$ cat config.mk
export PLATFORM = sky130hd
export DESIGN_NAME = hw_pin_config_regs
export DESIGN_NICKNAME = d
export VERILOG_FILES = /design/src/hdl/hw_pin_config_regs.v
export VERILOG_INCLUDE_DIRS = /design/src /design/src/hdl
export SDC_FILE = /design/constraint.sdc
export NUM_CORES = 1
export LEC_CHECK = 0
export BUFFER_PORTS_ARGS = -buffer_cell sky130_fd_sc_hd__buf_4
export CAP_MARGIN = 10
export CORE_ASPECT_RATIO = 1.5
export CORE_MARGIN = 2
export CORE_UTILIZATION = 55
export CTS_BUF_LIST = sky130_fd_sc_hd__clkbuf_2
export CTS_CLUSTER_SIZE = 14
export DETAILED_ROUTE_END_ITERATION = 16
export GPL_TIMING_DRIVEN = 1
export PLACE_DENSITY = 0.93
export SLEW_MARGIN = 0
export SYNTH_ARGS = -nofsm -noshare
export SYNTH_HDL_FRONTEND = slang
export SYNTH_SLANG_ARGS = --single-unit
$ cat constraint.sdc
create_clock -name clk -period 12.4 [get_ports clk]
set_input_delay 1.24 -clock clk [delete_from_list [all_inputs] [get_ports clk]]
set_output_delay 1.24 -clock clk [all_outputs]
set_load 0.005 [all_outputs]
$ cat src/hdl/pin_cfg_defs.vh
`ifndef PIN_CFG_DEFS_VH
`define PIN_CFG_DEFS_VH
// ****************************************
// register offsets and reset values
// ****************************************
`define OFS_PIN_SETUP_ONE   8'ha4
`define OFS_PIN_SETUP_TWO   8'ha6
`define OFS_DEVICE_SETUP    8'ha8
`define RST_PIN_SETUP_ONE   32'h00000000
`define RST_PIN_SETUP_TWO   32'h00000000
`define RST_DEVICE_SETUP    32'h00000000
// ****************************************
// field positions
// ****************************************
`define MON1_HI             30
`define MON1_LO             19
`define MON2_HI             18
`define MON2_LO             7
`define BRAKE_HI            6
`define BRAKE_LO            5
`define DIR_HI              4
`define DIR_LO              3
`define SPD_HI              2
`define SPD_LO              1
`define MPIN_HI             30
`define MPIN_LO             29
`define XTAL_BIT            27
`define SLEEP_HI            19
`define SLEEP_LO            18
`define WD_EN_BIT           17
`define WD_SRC_BIT          16
`define WD_REACT_BIT        15
`define WD_FREQ_HI          14
`define WD_FREQ_LO          13
// ****************************************
// timing: sleep low times in us, cycles at 125 MHz
// ****************************************
`define CLK_MHZ             125
`define SLEEP_T0_US         50
`define SLEEP_T1_US         200
`define SLEEP_T2_US         20000
`define SLEEP_T3_US         200000
`define SLEEP_C0            (`SLEEP_T0_US * `CLK_MHZ)
`define SLEEP_C1            (`SLEEP_T1_US * `CLK_MHZ)
`define SLEEP_C2            (`SLEEP_T2_US * `CLK_MHZ)
`define SLEEP_C3            (`SLEEP_T3_US * `CLK_MHZ)
// watchdog periods in ms for freq codes 10, 5, 2, 1 Hz
`define WD_T0_MS            100
`define WD_T1_MS            200
`define WD_T2_MS            500
`define WD_T3_MS            1000
`define WD_C0               (`WD_T0_MS * 1000 * `CLK_MHZ)
`define WD_C1               (`WD_T1_MS * 1000 * `CLK_MHZ)
`define WD_C2               (`WD_T2_MS * 1000 * `CLK_MHZ)
`define WD_C3               (`WD_T3_MS * 1000 * `CLK_MHZ)
`endif

$ cat src/hdl/hw_pin_config_regs.v
// Operation
// - first pin setup register at A4h, resets to all zeros.
// - second pin setup register at A6h, resets to all zeros.
// - two 12-bit monitor variable selects at bits 30-19 and 18-7.
// - brake source: pin, forced brake, brake disabled; code 3 unused.
// - direction source: pin or forced clockwise A-B-C; codes 2 and 3 unused.
// - speed source: analog, PWM, serial, frequency.
// - multi pin carries monitor two or phase A/B/C sense.
// - crystal pins carry monitors one and two when bit 27 set.
// - bit 17 enables watchdog; bit 16 picks serial or pin kick.
// - bit 15: report expiry only, or latch fault with outputs Hi-Z.
`timescale 1ns/1ns
`include "pin_cfg_defs.vh"
module hw_pin_config_regs #(
  parameter [31:0] SLEEP_C0 = `SLEEP_C0,
  parameter [31:0] SLEEP_C1 = `SLEEP_C1,
  parameter [31:0] SLEEP_C2 = `SLEEP_C2,
  parameter [31:0] SLEEP_C3 = `SLEEP_C3,
  parameter [31:0] WD_C0    = `WD_C0,
  parameter [31:0] WD_C1    = `WD_C1,
  parameter [31:0] WD_C2    = `WD_C2,
  parameter [31:0] WD_C3    = `WD_C3
) (
  // clock and reset
  input  wire        clk,
  input  wire        sys_rst,
  // register access from the serial interface block
  input  wire        reg_wr,
  input  wire        reg_rd,
  input  wire [7:0]  reg_addr,
  input  wire [31:0] reg_wdata,
  output reg  [31:0] reg_rdata,
  output reg         reg_rvalid,
  // serial speed value, serial watchdog kick and fault clear
  input  wire [15:0] serial_speed,
  input  wire        serial_kick,
  input  wire        fault_clear,
  // device pins (asynchronous)
  input  wire        brake_pin,
  input  wire        dir_pin,
  input  wire        kick_pin,
  input  wire        sleep_pin,
  input  wire [15:0] analog_speed,
  input  wire [15:0] pwm_speed,
  input  wire [15:0] freq_speed,
  // monitor data and phase sense
  input  wire [15:0] var_one_data,
  input  wire [15:0] var_two_data,
  input  wire [15:0] sense_a,
  input  wire [15:0] sense_b,
  input  wire [15:0] sense_c,
  // configuration results
  output reg  [11:0] monitor_one_var_sel,
  output reg  [11:0] monitor_two_var_sel,
  output reg         brake_active,
  output reg         dir_clockwise,
  output reg  [15:0] speed_command,
  output reg  [15:0] multi_pin_out,
  output reg  [15:0] crystal_pin_one,
  output reg  [15:0] crystal_pin_two,
  output reg         crystal_pins_en,
  output reg         sleep_enter,
  output reg         watchdog_expired,
  output reg         watchdog_fault,
  output reg         outputs_hiz
);

  // ****************************************
  // registers
  // ****************************************
  reg [31:0] one_q, two_q, dev_q;
  reg [1:0]  brk_s, dir_s, kick_s, slp_s;
  reg        kick_d1_q;
  reg [31:0] slp_cnt_q, wd_cnt_q;
  reg [31:0] slp_lim, wd_lim;
  wire       kick_sel;
  wire       kick_ev;

  // register writes; unmapped offsets are ignored
  always @(posedge clk or posedge sys_rst) begin
    if (sys_rst) begin
      one_q <= `RST_PIN_SETUP_ONE;
      two_q <= `RST_PIN_SETUP_TWO;
      dev_q <= `RST_DEVICE_SETUP;
    end else if (reg_wr) begin
      case (reg_addr)
        `OFS_PIN_SETUP_ONE: one_q <= reg_wdata;
        `OFS_PIN_SETUP_TWO: two_q <= reg_wdata;
        `OFS_DEVICE_SETUP:  dev_q <= reg_wdata;
        default:            one_q <= one_q;
      endcase
    end
  end

  // reads answer one cycle later; reserved offsets read zero
  always @(posedge clk or posedge sys_rst) begin
    if (sys_rst) begin
      reg_rdata  <= 32'h00000000;
      reg_rvalid <= 1'b0;
    end else begin
      reg_rvalid <= reg_rd;
      case (reg_addr)
        `OFS_PIN_SETUP_ONE: reg_rdata <= one_q;
        `OFS_PIN_SETUP_TWO: reg_rdata <= two_q;
        `OFS_DEVICE_SETUP:  reg_rdata <= dev_q;
        default:            reg_rdata <= 32'h00000000;
      endcase
    end
  end

  // ****************************************
  // pin synchronisers
  // ****************************************
  // two flops each; only the second stage (bit 1) is read by logic
  always @(posedge clk or posedge sys_rst) begin
    if (sys_rst) begin
      brk_s  <= 2'h0;
      dir_s  <= 2'h0;
      kick_s <= 2'h0;
      slp_s  <= 2'h3;
    end else begin
      brk_s  <= {brk_s[0], brake_pin};
      dir_s  <= {dir_s[0], dir_pin};
      kick_s <= {kick_s[0], kick_pin};
      slp_s  <= {slp_s[0], sleep_pin};
    end
  end

  // ****************************************
  // source selection and pin routing
  // ****************************************
  // multi-bit analog values assumed stable from their converters
  always @(posedge clk or posedge sys_rst) begin
    if (sys_rst) begin
      monitor_one_var_sel <= 12'h000;
      monitor_two_var_sel <= 12'h000;
      brake_active        <= 1'b0;
      dir_clockwise       <= 1'b0;
      speed_command       <= 16'h0000;
      multi_pin_out       <= 16'h0000;
      crystal_pin_one     <= 16'h0000;
      crystal_pin_two     <= 16'h0000;
      crystal_pins_en     <= 1'b0;
    end else begin
      monitor_one_var_sel <= one_q[`MON1_HI:`MON1_LO];
      monitor_two_var_sel <= one_q[`MON2_HI:`MON2_LO];
      case (one_q[`BRAKE_HI:`BRAKE_LO])
        2'h0:    brake_active <= brk_s[1];
        2'h1:    brake_active <= 1'b1;
        2'h2:    brake_active <= 1'b0;
        default: brake_active <= brk_s[1]; // unused code acts as pin
      endcase
      case (one_q[`DIR_HI:`DIR_LO])
        2'h1:    dir_clockwise <= 1'b1;
        default: dir_clockwise <= dir_s[1];
      endcase
      case (one_q[`SPD_HI:`SPD_LO])
        2'h0:    speed_command <= analog_speed;
        2'h1:    speed_command <= pwm_speed;
        2'h2:    speed_command <= serial_speed;
        default: speed_command <= freq_speed;
      endcase
      case (two_q[`MPIN_HI:`MPIN_LO])
        2'h0:    multi_pin_out <= var_two_data;
        2'h1:    multi_pin_out <= sense_a;
        2'h2:    multi_pin_out <= sense_b;
        default: multi_pin_out <= sense_c;
      endcase
      // cleared bit has no function, so pins are left idle
      crystal_pins_en <= two_q[`XTAL_BIT];
      crystal_pin_one <= two_q[`XTAL_BIT] ? var_one_data : 16'h0000;
      crystal_pin_two <= two_q[`XTAL_BIT] ? var_two_data : 16'h0000;
    end
  end

  // ****************************************
  // sleep qualification
  // ****************************************
  always @* begin
    case (two_q[`SLEEP_HI:`SLEEP_LO])
      2'h0:    slp_lim = SLEEP_C0;
      2'h1:    slp_lim = SLEEP_C1;
      2'h2:    slp_lim = SLEEP_C2;
      default: slp_lim = SLEEP_C3;
    endcase
  end

  // any high sample restarts the count, so glitches never sleep the part
  always @(posedge clk or posedge sys_rst) begin
    if (sys_rst) begin
      slp_cnt_q   <= 32'h00000000;
      sleep_enter <= 1'b0;
    end else if (slp_s[1]) begin
      slp_cnt_q   <= 32'h00000000;
      sleep_enter <= 1'b0;
    end else if (slp_cnt_q < slp_lim) begin
      slp_cnt_q   <= slp_cnt_q + 32'h00000001;
      sleep_enter <= 1'b0;
    end else begin
      sleep_enter <= 1'b1;
    end
  end

  // ****************************************
  // external watchdog
  // ****************************************
  always @* begin
    case (two_q[`WD_FREQ_HI:`WD_FREQ_LO])
      2'h0:    wd_lim = WD_C0;
      2'h1:    wd_lim = WD_C1;
      2'h2:    wd_lim = WD_C2;
      default: wd_lim = WD_C3;
    endcase
  end

  assign kick_sel = two_q[`WD_SRC_BIT];
  assign kick_ev  = kick_sel ? (kick_s[1] & ~kick_d1_q) : serial_kick;

  // expiry pulses once per missed period; fault latches until cleared
  always @(posedge clk or posedge sys_rst) begin
    if (sys_rst) begin
      kick_d1_q        <= 1'b0;
      wd_cnt_q         <= 32'h00000000;
      watchdog_expired <= 1'b0;
      watchdog_fault   <= 1'b0;
      outputs_hiz      <= 1'b0;
    end else begin
      kick_d1_q        <= kick_s[1];
      watchdog_expired <= 1'b0;
      if (!two_q[`WD_EN_BIT] || kick_ev) begin
        wd_cnt_q <= 32'h00000000;
      end else if (wd_cnt_q + 32'h00000001 >= wd_lim) begin
        wd_cnt_q         <= 32'h00000000;
        watchdog_expired <= 1'b1;
      end else begin
        wd_cnt_q <= wd_cnt_q + 32'h00000001;
      end
      // set wins over clear
      if (watchdog_expired && two_q[`WD_REACT_BIT]) begin
        watchdog_fault <= 1'b1;
        outputs_hiz    <= 1'b1;
      end else if (fault_clear) begin
        watchdog_fault <= 1'b0;
        outputs_hiz    <= 1'b0;
      end
    end
  end

endmodule // hw_pin_config_regs

==> flow_summary.toml <==
[placement]
gp_routability_congestion = 0.873
placed_area_um2 = 15700
io_buffers = 321
dp_cells = 1608
dp_hpwl_mm = 25.0

[global_route]
grt_max_degree = 148
top_usage_layer = "met2"
met3_usage = 0.0796
use_met2 = 0.466
grt_pass1_wl_mm = 52.8
grt.total_usage = 0.279
overflow = 0
use_met1 = 0.343
grt_pass1_vias = 10069
antenna_found_initial = 3

[synth]
ys_async_sr_fraction = 1.00
ys.flop_type = "dfrtp_1"
syn_inst = 1004
ys_seq_elements = 296
yosys_warnings = 0
synth_area_um2 = 13000
synth_seq_area_share = 0.569
synth_edf_count = 0
syn_avg_cell_area_um2 = 13.0
synth.distinct_cells = 60

[sta]
report.final.slew_viol_count = 0
skew_ns = 0.0492
rsz0062_at_grt = "false"
timing.final.crit_share = 0.351
tns_ns = 0
worst_pin_slew_ns = 1.03
setup_viol = 0
fin_crit_ns = 4.36
fmax_ghz = 0.230
slew-limit-headroom = 0.295
hold_viol = 0

[power_and_ir_drop]
finalPower_mw = 1.83
power.density_nw_per_um2 = 112
p_leak_nw = 8.23
peakVddDrop_v = 0.0000786

[finish]
finalNonFillerCells = 1728
most-common-layout-cells = "buf_4, dfrtp_1, clkbuf_2"
final_common_cell = "buf_4"
fillers = 1675
area_growth_pct = 25.6
nets = 1604
drive_gt1_frac = 0.421
fin_area_um2 = 16400

[floorplanning]
rows = 69
core_um2 = 23500
start_util = 0.555
io-pin-count = 322
die_y_um = 192
fp.dieW_um = 130
die-area_um2 = 25000

[routing]
routedWlPerCell_um = 20.1
firstDrtPassIters = 5
drtIter0Drc = 551
final_antenna_net_count = 0
vias_per_cell = 5.63
vias = 9733
routed_wl_mm = 34.8
drc = 0

[worst_hold_path]
min-delay-start = "brk_s[0]"
min-delay-path-class = "register to register"

[worst_setup_path]
cp-end-kind = "register"
path_class = "register to register"
path_max_fanout = 27
cp-start-kind = "register"
critPathRequiredTime_ns = 13.13
worstPathArrival_ns = 5.09
cp-startpoint = "wd_cnt_q[0]"
timing.rr.start = "wd_cnt_q[0]"

[clock_tree]
cts_sinks = 296
root_buffer = "clkbuf_2"
cts-resized-gates = 0
cts_buffer_depth = 3
postCtsHoldBufs = 0
cts_tree = "built"
post_cts_buffers = 0
h-tree-depth = 3
worstSkewPairLatency_ns = 0.86
cts_buffers = 69
worst_setup_hold_path_clk_slew_ns = 0.12

[status]
status = "complete, no violations"

[flow_run]
cap_viol_max_count = 0
[per-layer routing]
layer | up-vias | part of all wire
met5 | - | 0.00075
met4 | 4 | 0.027
met3 | 73 | 0.074
met2 | 395 | 0.52
met1 | 4904 | 0.37
li1 | 4357 | -
[cell families after synthesis]
logic type	after synthesis	synth area share
buf+inv	70	0.0220
fa+ha+maj	49	0.0471
other cells	1	0.000288
compound gates	110	0.0533
simple gates	285	0.122
xor+xnor	25	0.0168
flops	296	0.569
mux	168	0.169
[cell usage after synthesis (12+ instances only)]
cell / number / share of area
nor4_1: 12 / 0.0058
nor2_1: 35 / 0.010
o21ai_0: 43 / 0.017
mux2i_1: 36 / 0.028
xnor2_1: 17 / 0.011
o31ai_1: 12 / 0.0069
dfrtp_1: 294 / 0.56
clkbuf_1: 34 / 0.0098
nand2_1: 63 / 0.018
or4_1: 13 / 0.0075
a21oi_1: 25 / 0.0096
nor3b_1: 20 / 0.012
and2_1: 36 / 0.017
mux4_2: 32 / 0.055
ha_1: 49 / 0.047
nor3_1: 14 / 0.0054
inv_1: 23 / 0.0066
nand4_1: 16 / 0.0077
mux2_2: 100 / 0.086
nand3_1: 28 / 0.011
[final timing paths]
| kind | slack [ns] | to | depth (start not counted) |
|---|---|---|---|
| setup / recovery | 8.04 | wd_cnt_q[21] | 12 |
| hold / removal | 0.36 | brk_s[1] | 0 |
| setup reg to reg | 8.04 | wd_cnt_q[21] | 12 |
| hold reg to reg | 0.36 | brk_s[1] | 0 |
| max in group asynchronous | 10.10 | reg_rdata[17] | 3 |
| min in group asynchronous | 0.59 | crystal_pin_one[3] | 2 |
[final cells by class]
cell class	count	area, um2	area share
clock buffer	104	520	0.0318
timing repair buffer	329	2480	0.151
tap	319	399	0.0244
multi-input combinational	642	5360	0.327
antenna	2	5.00	0.000306
inverter	23	93.8	0.00573
sequential	296	7410	0.453
clock inverter	13	104	0.00635
[registers in the layout, indices dropped and copies added, names as in the netlist, 12 cells and up]
signal,count
dev_q,32
one_q,32
reg_rdata,32
slp_cnt_q,32
two_q,32
wd_cnt_q,32
crystal_pin_one,16
crystal_pin_two,16
multi_pin_out,16
speed_command,16
monitor_one_var_sel,12
monitor_two_var_sel,12
[power breakdown]
group / switching [mW] / internal (mW)
Sequential: 0.0289 / 1.00
Clock: 0.377 / 0.261
Combinational: 0.0687 / 0.0987
Total: 0.475 / 1.36
[critical path: stages (launching register included)]
cell and delay [ns]:
dfrtp_1 0.43, ha_1 0.25, nand3_1 0.14, nor3_1 0.57, nand3_1 0.26, nor3_1 0.29
xor2_1 0.23, ha_1 0.29, and3_1 0.16, nor2b_1 0.14, a2111oi_0 0.55, nand3_2 0.55
nor3_1 0.37
[metrics by stage]
| step | utilization | hold WS, ns | setup WS, ns |
|---|---|---|---|
| finish | 0.697 | 0.356 | 8.04 |
| global route | 0.697 | 0.358 | 7.82 |
| CTS | 0.696 | 0.359 | 8.25 |
| detailed placement | 0.670 | 0.337 | 8.25 |
| global placement | 0.670 | 0.333 | 8.45 |
| floorplan | - | 0.331 | 2.99 |
(Power assumes the default switching activity.)
